$ cat src/verilog/lift_service_pkg.sv
package lift_service_pkg;
  localparam int unsigned CLK_HZ = 200_000_000;
  localparam int unsigned TICK_MS = 1;
  localparam int unsigned TICK_CYC = CLK_HZ / 1000 * TICK_MS;
  localparam int unsigned FLASH_MAX_S = 30;
  localparam int unsigned PRESS_MIN_S = 3;
  localparam int unsigned PRESS_MAX_S = 6;
  localparam int unsigned BLINK_HALF_MS = 500;
  localparam int unsigned RELEASE_DELAY_MS = 500;
  localparam int unsigned FLASH_MAX_TK = FLASH_MAX_S * 1000 / TICK_MS;
  localparam int unsigned PRESS_MIN_TK = PRESS_MIN_S * 1000 / TICK_MS;
  localparam int unsigned PRESS_MAX_TK = PRESS_MAX_S * 1000 / TICK_MS;
  localparam int unsigned BLINK_HALF_TK = BLINK_HALF_MS / TICK_MS;
  localparam int unsigned RELEASE_DELAY_TK = RELEASE_DELAY_MS / TICK_MS;
  localparam int unsigned N_ACCESS = 2;
  localparam int unsigned N_CALLS = 16;
  typedef enum logic [2:0] {PIT_IDLE, PIT_INSIDE, PIT_EXITING, PIT_OUT, PIT_FLASH, PIT_PRESS} pit_state_t;
  typedef enum logic [2:0] {DRV_IDLE, DRV_START, DRV_RUN, DRV_STOPPING, DRV_HOLD} drv_state_t;
endpackage

$ cat src/verilog/lift_service_mode.sv
module lift_service_mode #(
  parameter int unsigned TICK_CYC = lift_service_pkg::TICK_CYC
) (
  input wire logic ref_clk,
  input wire logic rst_b,
  // service switches
  input wire logic ero_switch,
  input wire logic insp_switch,
  input wire logic insp_up,
  input wire logic insp_down,
  input wire logic safety_chain_ok,
  input wire logic bypassed_contacts_ok,
  input wire logic has_abs_encoder,
  input wire logic group_install,
  // pit exit
  input wire logic pit_insp_switch,
  input wire logic pit_stop_actuated,
  input wire logic pit_door_closed,
  input wire logic pit_key_reset,
  input wire logic [lift_service_pkg::N_ACCESS-1:0] lowest_call,
  input wire logic [lift_service_pkg::N_ACCESS-1:0] reset_access_sel,
  input wire logic unlock_confirmed,
  // calls and travel
  input wire logic [lift_service_pkg::N_CALLS-1:0] call_in,
  input wire logic travel_request,
  input wire logic travel_up,
  input wire logic travel_stop,
  // inverter
  input wire logic brake_open_signal,
  input wire logic contactor_relay,
  input wire logic inverter_fault,
  input wire logic inverter_mains_on,
  input wire logic standstill,
  output logic [lift_service_pkg::N_CALLS-1:0] calls,
  output logic normal_mode,
  output logic correction_travel,
  output logic ack_lamp,
  output logic door_lock,
  output logic drive_release,
  output logic main_contactor,
  output logic dir_up,
  output logic dir_down,
  output logic fast_speed_command,
  output logic brake_relay,
  output logic motor_contactor,
  output logic mains_contactor
);
  typedef struct packed {
    logic [31:0] div;
    logic [15:0] tk;
    logic [15:0] blink;
    logic [15:0] press;
    logic [15:0] hold;
    logic phase_on;
    lift_service_pkg::pit_state_t pit;
    lift_service_pkg::drv_state_t drv;
    logic ero_act;
    logic insp_act;
    logic toggled;
    logic blocked;
    logic need_corr;
    logic [lift_service_pkg::N_CALLS-1:0] calls;
    logic drel;
    logic up;
    logic down;
    logic fast;
    logic lock;
  } state_t;

  state_t cur;
  state_t nxt;
  logic tick;
  logic service;
  logic chain_ok;
  logic held;
  logic reset_call;
  logic reset_ok;

  assign tick = (cur.div == TICK_CYC - 1);
  assign service = cur.insp_act | cur.ero_act;
  // ero bypasses governor, buffer, limit, gear, pressure contacts
  assign chain_ok = safety_chain_ok & (cur.ero_act | bypassed_contacts_ok);
  assign held = insp_up ^ insp_down;
  assign reset_call = |(lowest_call & reset_access_sel) & ~group_install;
  // exit preconditions shared by every reset source
  assign reset_ok = ~pit_insp_switch & pit_door_closed & ~pit_stop_actuated;

  // next state
  always_comb begin
    nxt = cur;
    nxt.div = tick ? 32'h0 : cur.div + 32'h1;
    // inspection wins over emergency operation
    nxt.insp_act = insp_switch;
    nxt.ero_act = ero_switch & ~insp_switch;
    if (service && (cur.ero_act != nxt.ero_act || cur.insp_act != nxt.insp_act)) begin
      nxt.toggled = 1'b1;
    end
    // calls dropped and inputs ignored in service modes
    if (insp_switch || ero_switch) begin
      nxt.calls = '0;
    end else if (normal_mode) begin
      nxt.calls = cur.calls | call_in;
    end
    if (!cur.blocked && !service && cur.need_corr && |call_in) begin
      nxt.need_corr = 1'b0;
    end
    if (service && !nxt.ero_act && !nxt.insp_act) begin
      // leaving service mode: correction travel unless absolute encoder
      nxt.need_corr = ~has_abs_encoder;
    end
    if (tick) begin
      nxt.tk = cur.tk + 16'h1;
      // separate timer so a drive stop never stretches the pit flash window
      nxt.hold = cur.hold + 16'h1;
      nxt.blink = cur.blink + 16'h1;
      if (cur.blink == 16'(lift_service_pkg::BLINK_HALF_TK - 1)) begin
        nxt.blink = 16'h0;
        nxt.phase_on = ~cur.phase_on;
      end
    end
    // pit inspection entry and exit sequence
    case (cur.pit)
      lift_service_pkg::PIT_IDLE: begin
        if (pit_insp_switch) begin
          nxt.pit = lift_service_pkg::PIT_INSIDE;
          nxt.blocked = 1'b1;
          nxt.toggled = 1'b0;
        end
      end
      lift_service_pkg::PIT_INSIDE: begin
        if (!pit_insp_switch && pit_stop_actuated) begin
          nxt.pit = lift_service_pkg::PIT_EXITING;
        end
      end
      lift_service_pkg::PIT_EXITING: begin
        if (pit_insp_switch) begin
          nxt.pit = lift_service_pkg::PIT_INSIDE;
        end else if (!pit_stop_actuated) begin
          nxt.pit = pit_door_closed ? lift_service_pkg::PIT_OUT : lift_service_pkg::PIT_FLASH;
          nxt.tk = 16'h0;
          nxt.blink = 16'h0;
          nxt.phase_on = 1'b1;
        end
      end
      lift_service_pkg::PIT_FLASH, lift_service_pkg::PIT_PRESS: begin
        if (cur.tk >= 16'(lift_service_pkg::FLASH_MAX_TK) || pit_insp_switch || pit_stop_actuated) begin
          nxt.pit = lift_service_pkg::PIT_OUT;
        end else if (cur.pit == lift_service_pkg::PIT_FLASH) begin
          if (reset_call && pit_door_closed) begin
            // a press begun in the on phase never counts
            nxt.pit = cur.phase_on ? lift_service_pkg::PIT_OUT : lift_service_pkg::PIT_PRESS;
            nxt.press = 16'h0;
          end
        end else if (!reset_call) begin
          if (cur.press >= 16'(lift_service_pkg::PRESS_MIN_TK) && reset_ok) begin
            nxt.pit = lift_service_pkg::PIT_IDLE;
            nxt.blocked = 1'b0;
          end else begin
            nxt.pit = lift_service_pkg::PIT_OUT;
          end
        end else if (tick) begin
          nxt.press = cur.press + 16'h1;
          if (cur.press >= 16'(lift_service_pkg::PRESS_MAX_TK)) begin
            nxt.pit = lift_service_pkg::PIT_OUT;
          end
        end
      end
      default: begin
        // sequence may be restarted from the pit at any time
        if (pit_stop_actuated) begin
          nxt.pit = lift_service_pkg::PIT_EXITING;
        end
      end
    endcase
    if (cur.pit != lift_service_pkg::PIT_IDLE && reset_ok &&
        (pit_key_reset || unlock_confirmed || (cur.toggled && !service))) begin
      nxt.pit = lift_service_pkg::PIT_IDLE;
      nxt.blocked = 1'b0;
    end
    nxt.lock = (nxt.pit == lift_service_pkg::PIT_IDLE);
    // drive handshake
    case (cur.drv)
      lift_service_pkg::DRV_IDLE: begin
        if (travel_request && chain_ok && (normal_mode || (service && held))) begin
          nxt.drv = lift_service_pkg::DRV_START;
          nxt.drel = 1'b1;
        end
      end
      lift_service_pkg::DRV_START: begin
        nxt.drv = lift_service_pkg::DRV_RUN;
        nxt.up = service ? insp_up : travel_up;
        nxt.down = service ? insp_down : ~travel_up;
        nxt.fast = ~service;
      end
      lift_service_pkg::DRV_RUN: begin
        if (travel_stop || (service && !held)) begin
          nxt.fast = 1'b0;
          nxt.drv = lift_service_pkg::DRV_STOPPING;
        end
      end
      lift_service_pkg::DRV_STOPPING: begin
        if (standstill && !brake_open_signal) begin
          nxt.up = 1'b0;
          nxt.down = 1'b0;
          nxt.hold = 16'h0;
          nxt.drv = lift_service_pkg::DRV_HOLD;
        end
      end
      default: begin
        if (tick && cur.hold >= 16'(lift_service_pkg::RELEASE_DELAY_TK)) begin
          nxt.drel = 1'b0;
          nxt.drv = lift_service_pkg::DRV_IDLE;
        end
      end
    endcase
    // immediate stop on fault, an open safety contact, or both service switches on
    // switch inputs used directly so no start slips through on the edge they meet
    if (inverter_fault || (cur.drv != lift_service_pkg::DRV_IDLE && !chain_ok) ||
        (insp_switch && ero_switch)) begin
      nxt.drv = lift_service_pkg::DRV_IDLE;
      nxt.drel = 1'b0;
      nxt.up = 1'b0;
      nxt.down = 1'b0;
      nxt.fast = 1'b0;
    end
    if (!rst_b) begin
      nxt = '0;
      nxt.pit = lift_service_pkg::PIT_IDLE;
      nxt.drv = lift_service_pkg::DRV_IDLE;
    end
  end

  always_ff @(posedge ref_clk) begin
    cur <= nxt;
  end

  assign normal_mode = ~service & ~cur.blocked;
  assign calls = cur.calls;
  assign correction_travel = cur.need_corr & ~service;
  assign ack_lamp = (cur.pit == lift_service_pkg::PIT_FLASH) & cur.phase_on;
  assign door_lock = cur.lock;
  assign drive_release = cur.drel;
  assign main_contactor = cur.drel;
  assign dir_up = cur.up;
  assign dir_down = cur.down;
  assign fast_speed_command = cur.fast;
  // combinational follow, no added delay; fault gates brake and motor at once
  assign brake_relay = brake_open_signal & ~inverter_fault;
  assign motor_contactor = contactor_relay & ~inverter_fault;
  assign mains_contactor = inverter_mains_on;
endmodule // lift_service_mode

$ cat config.mk
export PLATFORM = sky130hd
export DESIGN_NAME = lift_service_mode
export DESIGN_NICKNAME = d
export VERILOG_FILES = /design/src/verilog/lift_service_pkg.sv /design/src/verilog/lift_service_mode.sv
export SDC_FILE = /design/constraint.sdc
export NUM_CORES = 1
export LEC_CHECK = 0
export BUFFER_PORTS_ARGS = -buffer_cell sky130_fd_sc_hd__buf_2
export CELL_PAD_IN_SITES_DETAIL_PLACEMENT = 0
export CELL_PAD_IN_SITES_GLOBAL_PLACEMENT = 1
export CORE_MARGIN = 5
export CORE_UTILIZATION = 28
export DETAILED_ROUTE_END_ITERATION = 12
export PLACE_DENSITY = 0.64
export SLEW_MARGIN = 20
export SYNTH_ARGS = -nofsm -noshare
export SYNTH_HDL_FRONTEND = slang
export SYNTH_SLANG_ARGS = --single-unit
$ cat constraint.sdc
create_clock -name ref_clk -period 2.4 [get_ports ref_clk]
set_input_delay 0.48 -clock ref_clk [delete_from_list [all_inputs] [get_ports ref_clk]]
set_output_delay 0.48 -clock ref_clk [all_outputs]
set_load 0.03 [all_outputs]
* After elaboration in Yosys (flattened, before gate mapping)
Index checks and enable logic that the tools add are counted.
Storage, ports and cells: output and inout bits 28, memory bits (read-only) 0, memories 0, memory bits (writable) 0, bits in registers 129, latch bits 0
Operators by class: equal/unequal tests 20, add/subtract/negate cells 5, muxes and demuxes 55, reductions and logical operators 65, magnitude comparators 4, multipliers 0, bitwise operators 28, shift-type cells 0, divide/modulo/power cells 0
Operator list (count):
- 32-bit 2-to-1 mux | 4
- 16-bit 2-to-1 mux | 7
- 16-bit by 1-bit adder with 16-bit output, second input constant | 4
- 3-bit 2-to-1 mux | 17
- 32-bit by 1-bit adder with 32-bit output, second input constant | 1
- 32-bit by 18-bit == test with 1-bit output, second input constant | 1
- 3-bit case mux with 4 select lines | 2
- 1-bit logical AND | 20
- 2-bit inequality test, second input constant | 9
- 17-bit 2-to-1 mux | 1
- 16-bit by 9-bit == test with 1-bit output, second input constant | 1
- 16-bit by 12-bit greater-or-equal comparator with 1-bit output, second input constant | 1
- 16-bit by 13-bit greater-or-equal comparator with 1-bit output, second input constant | 1
- 16-bit by 15-bit greater-or-equal comparator with 1-bit output, second input constant | 1
- 16-bit by 9-bit greater-or-equal comparator with 1-bit output, second input constant | 1
- 1-bit 2-to-1 mux | 16
- 16-bit OR | 1
- 16-bit OR reduction | 1
- 2-bit nonzero test | 7
- 1-bit NOT | 13
- 2-bit OR reduction | 6
- 1-bit bitwise AND | 10
- 1-bit logical OR | 10
- 3-bit by 2-bit == test with 1-bit output, second input constant | 3
- other kinds (20) | 39

* Logic depth before layout (Yosys ltp)
Gate-level depths: netlist of the first run.
word-level depth 11, mapped depth 8, gate-level depth less buffers 6

* Worst setup path before layout of the first run
No wires, ideal clock.
kind input to register, start point in pit_stop_actuated, end point reg cur[64] in the netlist's numbering, setup slack 216 ps, arrival 2113 ps, required time 2329 ps, library setup time 71 ps, stages on the path 6, path through or4_4 a2111oi_4 buf_4 nand2_1 or3_1 a21oi_1
Between the ends: longest elaborated chain between the ends 3
RTL lines:
- start, declared | RTL line lift_service_mode.sv:17 | input wire logic pit_stop_actuated,
- 1-bit logical OR | RTL line lift_service_mode.sv:146 | if (cur.tk >= 16'(lift_service_pkg::FLASH_MAX_TK) || pit_insp_switch || pit_stop_actuated) begin
- 1-bit NOT (no source line)
- 5-bit AND reduction (no source line)
- end signal, assigned | RTL line lift_service_mode.sv:234 | cur <= nxt;
- end, declared | RTL line lift_service_mode.sv:70 | state_t cur;
No other way between the ends. A chain may end at the register's enable or synchronous reset.

* Worst setup path after layout of the first run
start point reg cur[106] in the netlist's numbering, end point reg cur[47] in the netlist's numbering
Between the ends: longest elaborated chain between the ends 4
RTL lines:
- 32-bit by 18-bit == test with 1-bit output (*) | RTL line lift_service_mode.sv:79 | assign tick = (cur.div == TICK_CYC - 1);
- 17-bit 2-to-1 mux (*) | RTL line lift_service_mode.sv:111 | if (tick) begin
- 16-bit 2-to-1 mux | RTL line lift_service_mode.sv:202 | if (standstill && !brake_open_signal) begin
- 16-bit 2-to-1 mux (*) | RTL line lift_service_mode.sv:182 | case (cur.drv)
Mark *: on every way between the ends. The rest lies on a longest branch, timed or not.

==> run_results.csv, run 1 <==
group,metric,value,unit
floorplanning,die_y,162,µm
timing,fmax,0.435,GHz
timing,final-setup-viol-count,0,
critical_path,critPathTopFamily,"simple AND/OR/NAND/NOR gates",
placement,post-place-ws,-0.00854,ns
clocking,clockRootBuffer,"clkbuf_16",
critical_path,start_kind,"register",
timing,drv_slew,0,
floorplanning,core-area,22600,µm²
pwr,pwr-share-clk,52.1,%
timing,finalHoldViolations,0,
cells_and_area,diodes,0,
cells_and_area,final_util,35.0,%
pwr,power.net_switching,1.24,mW
global_routing,grt_remaining_overflow,0,
yosys,synth_flop_cell,"dfxtp_1",
global_routing,grt_pass1_vias,5340,
yosys,synthTopCellsByCount,"129 x dfxtp_1, 126 x nor2_1, 56 x xor2_1, 47 x nand2_1, 45 x nand3_1",
pwr,peakVddDrop,0.390,mV
job,drv_cap,0,
route,drt_wl_total,15600,µm
timing,setup_tns,0,ns
global_routing,track_usage,12.0,%
cells_and_area,stdcell_count,1155,
floorplanning,placementRows,55,
clocking,htree_levels,4,
critical_path,cp_slowest_cell,"or4_4",
timing,finalCritPeriodShare,95.7,%
timing,fin_crit,2.30,ns
floorplanning,initial_core_util,28.4,%
pwr,power.total,5.29,mW
yosys,synth_edf_count,0,
route,dr_total_vias,5558,
clocking,cts_buffers,17,
timing,finClkSkew,0.00720,ns
timing,setup_ws,0.104,ns
clocking,clk_pin_slew,0.06,ns
timing,slew_headroom,63.0,%
route,wl_per_cell,13.5,µm
yosys,yosysTopAreaCell,"dfxtp_1",
yosys,yosysSeqAreaShare,40.1,%
route,ant_nets,0,
pwr,pwr-share-seq,41.3,%
yosys,synth_top_area_share,40.1,%
global_routing,grt_max_degree,31,
yosys,synthDistinctLibCells,67,
yosys,synthesis.area,6440,µm²
placement,io_buffers,68,
global_routing,grt_pass1_wl,26100,µm
critical_path,end_kind,"register",
pwr,power_density,668,nW/µm²
critical_path,crit_path_cell_trace,"nor4_2, nand4_2, or4_4, buf_4, nor3_1, xnor2_1, nor2_1",
yosys,yosysMostFrequentCell,"dfxtp_1",
cells_and_area,area_growth,23.1,%
yosys,synthTopCellsByArea,"dfxtp_1 40%, xor2_1 7.6%, nor2_1 7.3%",
yosys,synth_warnings,0,
clocking,cts_tree,"built",
pwr,p_sw_share,23.4,%
clocking,cts_buffer_depth,2,
placement,dp_hpwl,11200,µm
cells_and_area,nNetsFinal,908,
floorplanning,die_width,162,µm
global_routing,antenna_found_initial,0,
critical_path,cpPeakStageDelay,0.64,ns
pwr,p_leak,3.02,nW
pwr,p_comb_share,6.6,%
placement,gp_congestion,0.812,
floorplanning,num_io_pins,71,
cells_and_area,n_fill_cell,2358,
critical_path,cp.arrival,2.59,ns
route,dr.pass1.iters,5,
floorplanning,design.die.area,26100,µm²
yosys,async_reset_ff_share,0,%
min_path,min_path_type,"in -> reg",
run_status,outcome,"completed",
yosys,synth_nets,819,
yosys,postSynthAreaPerCell,8.38,µm²
critical_path,crit_type,"reg -> reg",
pwr,p_int,4.06,mW
critical_path,crit_buf_inv,1,
placement,post-place-cells,1117,
yosys,ys_ff_latch,129,
cells_and_area,drive_above_1_share,19.8,%
critical_path,worstPathRequired,2.70,ns
clocking,cts_sinks,129,
route,drcViolationCount,0,
route,drtIter0Drc,338,
timing,rsz0062_at_grt,"yes",
yosys,synthCells,768,
route,vias_per_cell,4.81,
critical_path,critical_path.max_fanout,8,
clocking,clock_latency,0.41,ns
timing,tightest_slew,0.552,ns
[worst min-delay path, stage by stage]
cell     delay, ns
buf_2         0.09
a21oi_1       0.05
nor2_1        0.07
[final timing paths]
kind	endpoint	cells past startpoint	slack, ns	from
hold / removal	calls[11]	3	0.31	call_in[11]
setup reg to reg	cur[47]	7	0.10	cur[106]
hold reg to reg	calls[11]	2	0.46	calls[11]
setup / recovery	cur[47]	7	0.10	cur[106]
[cell families after synthesis]
| group | count (synthesis) | share of synthesized area, % |
|---|---|---|
| buf+inv | 60 | 4.88 |
| mux | 7 | 1.11 |
| xor+xnor | 78 | 10.6 |
| flops | 129 | 40.1 |
| fa+ha+maj | 8 | 1.55 |
| compound gates | 100 | 10.2 |
| simple gates | 386 | 31.5 |
[stage by stage]
step | area [µm²] | hold WS (ns)
final | 7930 | 0.307
after global routing | 7930 | 0.296
after CTS | 7830 | 0.286
after detailed placement | 7200 | 0.450
after global placement | 7200 | 0.442
after floorplan | 6440 | 0.438
[timing repair]
item	in CTS	in global routing
hold endpoints to repair	0	0
endpoints found under the setup margin	0	7
gates resized for setup	0	7
hold buffers	0	0
setup buffers	0	5
[metal layers]
metal | part of all wire (%) | routed length, µm | GRT usage [%] | vias to the layer above
li1 | - | - | - | 2896
met1 | 50 | 7740 | 16.2 | 2550
met2 | 45 | 6950 | 18.8 | 103
met3 | 4.6 | 720 | 3.09 | 9
met4 | 0.96 | 149 | 3.69 | 0
met5 | 0 | 0 | 0 | -
[layout by cell type (no fill, tap or decap), types with 4 or more instances in the layout]
master      count
mux2i_1         6
nand2b_1        8
nand3_1        45
nand2_1        47
a311oi_1        4
nor4_1         16
and3_1         19
ha_1            8
clkinvlp_4      5
nor2_1        126
a22oi_1         4
bufinv_16       4
xnor2_1        22
and4_1          4
nor2b_1         9
o31ai_1         4
clkinv_4        4
o21ai_0        18
dfxtp_1       128
buf_4          44
inv_1          15
and2_1          9
a21oi_1        40
nand4_1        34
or4_1           5
nor3_1         17
xor2_1         56
or3_1          17
buf_2          68
clkbuf_16      17
[registers in the layout, indices dropped and copies added, names as in the netlist]
register and flops:
door_lock 1, dir_down 1, fast_speed_command 1, dir_up 1
cur 108, calls 16, drive_release 1
[cell type report]
type	instances	area [µm²]	share of cell area (%)
Inverter	16	60.1	0.758
Sequential cell	129	2580	32.6
Tap cell	285	357	4.50
Clock buffer	17	425	5.37
Clock inverter	15	210	2.65
Multi-Input combinational cell	579	3590	45.3
Timing Repair Buffer	114	702	8.86
[power by group through the flow]
stage	Combinational, mW	Sequential (mW)	Clock [mW]
after detailed placement	0.339	2.23	0
final	0.348	2.19	2.76
after CTS	0.340	2.19	2.85
after global routing	0.384	2.19	2.95
after floorplan	0.208	2.23	0
after global placement	0.342	2.23	0
(Power assumes the default switching activity.)
==> run 2: changes to the inputs <==
==> constraint.sdc (replaced) <==
create_clock -name ref_clk -period 2.15 [get_ports ref_clk]
set_input_delay 0.43 -clock ref_clk [delete_from_list [all_inputs] [get_ports ref_clk]]
set_output_delay 0.43 -clock ref_clk [all_outputs]
set_load 0.03 [all_outputs]
==> run 2 against run 1 <==
The run now ends with setup timing left. Sequential share of layout area is 2.1 points lower. Fmax increased by 2.5%. Clock power is 3% higher. Clock-buffer cell count rose by 5. Design area increased by 7.3%. Cell count rose by 4.6%. Sequential power grew 11%. Setup slack lost 0.19 ns. Clock skew grew 0.0038 ns. Power grew 7.7%. Die area did not move. Global-route usage rose by 0.49 points. Critical path type unchanged. Largest cell class unchanged.
==> run_results.csv, run 2 (synthesized netlist as in run 1, its figures left out) <==
group,metric,value,unit
route,dr.pass1.iters,4,
critical_path,cpPeakStageDelay,0.55,ns
pwr,p_leak,3.34,nW
cells_and_area,final_cell_mix,"125 x nor2_1, 122 x dfxtp_1, 89 x buf_4",
timing,finalCritPeriodShare,104,%
clocking,clk_pin_slew,0.06,ns
route,vias_per_cell,4.84,
critical_path,crit_buf_inv,1,
critical_path,worstPathRequired,2.46,ns
timing,finClkSkew,0.0110,ns
run_status,violations,"setup timing",
placement,io_buffers,68,
cells_and_area,final_util,37.6,%
clocking,cts_sinks,129,
route,drcViolationCount,0,
floorplanning,die_width,162,µm
cells_and_area,nNetsFinal,962,
clocking,clockRootBuffer,"clkbuf_16",
floorplanning,placementRows,55,
pwr,pwr-share-clk,49.8,%
min_path,min_path_type,"in -> reg",
pwr,p_comb_share,7.4,%
pwr,power_density,671,nW/µm²
clocking,cts_tree,"built",
run_status,outcome,"finished, violations left",
floorplanning,num_io_pins,71,
floorplanning,design.die.area,26100,µm²
min_path,hold_start,"call_in[10]",
timing,holdWs,0.251,ns
critical_path,reg2reg_depth,7,
cells_and_area,area_growth,32.1,%
critical_path,start_kind,"register",
critical_path,regToRegSetupSlack,-0.09,ns
global_routing,track_usage,12.5,%
cells_and_area,diodes,0,
critical_path,cp.arrival,2.55,ns
route,ant_nets,0,
route,drtIter0Drc,389,
global_routing,grt_pass1_vias,5447,
pwr,p_int,4.39,mW
global_routing,grt_remaining_overflow,0,
timing,finalHoldViolations,0,
timing,slew_headroom,63.4,%
critical_path,critPathMostFrequentCell,"nor4_2",
clocking,htree_levels,4,
global_routing,antenna_found_initial,0,
placement,post-place-cells,1163,
route,dr_total_vias,5851,
pwr,p_sw_share,23.1,%
floorplanning,initial_core_util,28.4,%
cells_and_area,largest_register,"cur",
clocking,clock_latency,0.42,ns
timing,setup_ws,-0.0894,ns
critical_path,reg2reg_to,"cur[74]",
min_path,holdPathEnd,"calls[10]",
floorplanning,die_y,162,µm
placement,post-place-ws,-0.230,ns
critical_path,critical_path.max_fanout,5,
critical_path,crit_type,"reg -> reg",
global_routing,grt_pass1_wl,27000,µm
timing,setup_tns,-0.258,ns
placement,gp_congestion,0.865,
cells_and_area,stdcell_count,1208,
floorplanning,core-area,22600,µm²
pwr,peakVddDrop,0.487,mV
cells_and_area,largest_register_ffs,108,
critical_path,end_kind,"register",
job,drv_cap,0,
critical_path,worstReg2RegStart,"cur[109]",
pwr,pwr-share-seq,42.8,%
critical_path,crit_path_cell_trace,"buf_4, nor4_2, nand4_2, or4_4, nor4_2, xnor2_1, nor2_2",
route,drt_wl_total,16500,µm
timing,fmax,0.447,GHz
timing,tightest_slew,0.547,ns
timing,final-setup-viol-count,9,
global_routing,grt_max_degree,24,
timing,drv_slew,0,
clocking,cts_buffers,17,
cells_and_area,drive_above_1_share,27.3,%
cells_and_area,final_common_cell,"nor2_1",
pwr,power.net_switching,1.32,mW
clocking,cts_buffer_depth,2,
critical_path,critPathTopFamily,"simple AND/OR/NAND/NOR gates",
timing,rsz0062_at_grt,"yes",
critical_path,cp_slowest_cell,"or4_4",
min_path,whs_path_depth,3,
route,wl_per_cell,13.7,µm
placement,dp_hpwl,11800,µm
timing,fin_crit,2.24,ns
==> run 2: how the worst max path moves through the flow <==
stage,to,depth (start not counted),from
after global routing,cur[62],8,cur[106]
after global placement,cur[60],8,pit_stop_actuated
after detailed placement,cur[62],8,pit_stop_actuated
after CTS,cur[62],7,cur[94]
after floorplan,cur[74],8,cur[117]
final,cur[74],7,cur[109]
==> run 2: worst min-delay path, stage by stage <==
cell and delay (ns):
buf_2 0.09, a21oi_1 0.05, nor2_1 0.07
==> run 2: per-layer routing <==
layer	global-route usage, %	share of wire [%]	up-vias
met5	0	0	-
met4	4.34	1.3	0
met3	2.81	4.0	13
met2	19.7	45	95
met1	16.9	49	2749
li1	-	-	2994
==> run 2: stage by stage <==
step,power [mW],cell area (µm²)
after floorplan,2.73,6440
after global placement,2.91,7570
after detailed placement,2.90,7570
after CTS,5.78,8210
after global routing,5.94,8500
final,5.70,8500
==> run 2: power groups by stage <==
| stage | logic, mW | registers (mW) | clock network (mW) |
|---|---|---|---|
| 2_1_floorplan | 0.233 | 2.49 | 0 |
| 5_1_grt | 0.463 | 2.44 | 3.04 |
| 6_report | 0.423 | 2.44 | 2.84 |
| 3_5_place_dp | 0.411 | 2.49 | 0 |
| 4_1_cts | 0.416 | 2.44 | 2.92 |
| 3_3_place_gp | 0.414 | 2.49 | 0 |
==> run 2: layout make-up <==
cell class	count	area, µm²
fillers	2378	14100
multi-input cells	580	3760
flip-flops and latches	129	2590
repair buffers	167	1150
clock buffers	22	474
well taps	285	357
clock inverters	9	108
inverters	16	60.1
==> run 2: timing repair <==
item | 4_1_cts | 5_1_grt
setup endpoints to repair | 21 | 43
pin swaps | 7 | 18
resized for setup | 5 | 48
buffers inserted | 3 | 11
hold buffers | 0 | 0
cloned | 0 | 1
==> run 3: changes to the inputs <==
==> constraint.sdc (replaced) <==
create_clock -name ref_clk -period 2.6 [get_ports ref_clk]
set_input_delay 0.52 -clock ref_clk [delete_from_list [all_inputs] [get_ports ref_clk]]
set_output_delay 0.52 -clock ref_clk [all_outputs]
set_load 0.03 [all_outputs]
==> run 3 against run 2 <==
The flow now finishes without violations. Critical path depth decreased by 1. Hold slack improved by 0.089 ns. Clock-buffer cell count decreased by 5. Combinational power decreased by 29%. Non-clock buffer count decreased by 75. Fmax decreased by 4.9%. Via count decreased by 6.1%. Power decreased by 17%. Register-to-register slack improved by 0.33 ns. Core utilization decreased by 3.7 points. First-iteration DRC count decreased by 17%. Setup slack improved by 0.33 ns. Largest cell class unchanged.
==> run_results.csv, run 3 (synthesized netlist as in run 1, its figures left out) <==
group,metric,value,unit
run_status,outcome,"completed",
timing,finClkSkew,0.0104,ns
timing,finalHoldViolations,0,
critical_path,critical_path.max_fanout,10,
cells_and_area,final_cell_mix,"129 x dfxtp_1, 126 x nor2_1, 68 x buf_2",
timing,finalCritPeriodShare,90.6,%
pwr,power_density,619,nW/µm²
cells_and_area,final_util,33.9,%
cells_and_area,n_fill_cell,2389,
route,vias_per_cell,4.85,
clocking,cts_setup_buffers,0,
placement,io_buffers,68,
clocking,cts_resized,0,
placement,post-place-cells,1101,
clocking,cts_tree,"built",
timing,setup_tns,0,ns
pwr,p_leak,2.86,nW
critical_path,cp.arrival,2.67,ns
route,dr.pass1.iters,5,
min_path,min_path_type,"in -> reg",
placement,dp_hpwl,11100,µm
critical_path,end_kind,"register",
timing,rsz0062_at_grt,"no",
cells_and_area,final_common_cell,"dfxtp_1",
global_routing,track_usage,12.0,%
clocking,htree_levels,4,
floorplanning,placementRows,55,
cells_and_area,largest_register_ffs,108,
placement,post-place-ws,0.0965,ns
critical_path,worstPathRequired,2.91,ns
timing,fin_crit,2.36,ns
cells_and_area,multiInputGateArea,3550,µm²
clocking,hold_buffers,0,
critical_path,crit_type,"reg -> reg",
floorplanning,die_y,162,µm
cells_and_area,nNetsFinal,886,
floorplanning,initial_core_util,28.4,%
floorplanning,design.die.area,26100,µm²
route,drcViolationCount,0,
placement,gp_congestion,0.788,
timing,drv_slew,0,
clocking,clk_pin_slew,0.06,ns
global_routing,grt_pass1_vias,5183,
pwr,peakVddDrop,0.388,mV
clocking,cts_buffer_depth,2,
clocking,clock_latency,0.42,ns
cells_and_area,area_growth,19.1,%
clocking,cts_sinks,129,
floorplanning,core-area,22600,µm²
clocking,clockRootBuffer,"clkbuf_16",
timing,tightest_slew,0.670,ns
critical_path,start_kind,"register",
cells_and_area,stdcell_count,1133,
global_routing,antenna_found_initial,0,
route,drt_wl_total,15500,µm
route,drtIter0Drc,321,
cells_and_area,largest_register,"cur",
global_routing,grt_max_degree,31,
timing,setup_ws,0.245,ns
timing,fmax,0.425,GHz
cells_and_area,register_area,2580,µm²
floorplanning,die_width,162,µm
route,ant_nets,0,
cells_and_area,drive_above_1_share,17.1,%
cells_and_area,diodes,0,
route,wl_per_cell,13.7,µm
floorplanning,num_io_pins,71,
timing,slew_headroom,55.1,%
global_routing,grt_pass1_wl,26100,µm
route,dr_total_vias,5497,
job,drv_cap,0,
timing,final-setup-viol-count,0,
clocking,cts_buffers,17,
global_routing,grt_remaining_overflow,0,
-- run 3: cell count changes in the layout (fill, tap and decap cells not counted), moves of 6 or more --
cell     change
buf_4       -65
buf_6        -7
dfxtp_1      +7
dfxtp_2      -6
nor4_1       +6
-- run 3: area by class of cell --
cell class,count,area share [%]
Clock buffer,17,5.55
Clock inverter,15,2.30
Inverter,16,0.783
Multi-Input combinational cell,579,46.2
Sequential cell,129,33.7
Tap cell,285,4.65
Timing Repair Buffer,92,6.79
-- run 3: per-layer routing --
metal	share of wire, %	wire [µm]	global-route usage (%)	up-vias
li1	-	-	-	2857
met1	50	7770	16.5	2520
met2	44	6780	18.6	101
met3	4.5	694	2.63	19
met4	1.5	234	4.11	0
met5	0	0	0	-
-- run 3: path summary, 6_finish.rpt --
kind / start / end / slack [ns] / cells after the start
worst max-delay path: cur[109] / cur[42] / 0.24 / 6
worst min-delay path: call_in[11] / calls[11] / 0.34 / 3
worst max register to register: cur[109] / cur[42] / 0.24 / 6
worst min register to register: calls[8] / calls[8] / 0.46 / 2
-- run 3: critical path, cell delays in order (launching register included) --
cell and delay, ns:
dfxtp_1 0.36, nor4_2 0.34, nand4_2 0.19, or4_4 0.64, nor3_2 0.33, a311oi_1 0.15
a41o_1 0.23
-- run 3: power breakdown --
part	switching, mW	internal (mW)	total [mW]
sequential	0.0203	2.00	2.02
clock	0.982	1.44	2.42
combinational	0.186	0.116	0.302
-- run 3: per-stage QoR --
step / power (mW) / instance area (µm²) / hold slack, ns
after floorplan: 2.25 / 6440 / 0.438
after global placement: 2.37 / 7070 / 0.444
after detailed placement: 2.37 / 7070 / 0.452
after CTS: 4.82 / 7670 / 0.321
after global routing: 4.94 / 7670 / 0.340
final: 4.75 / 7670 / 0.341
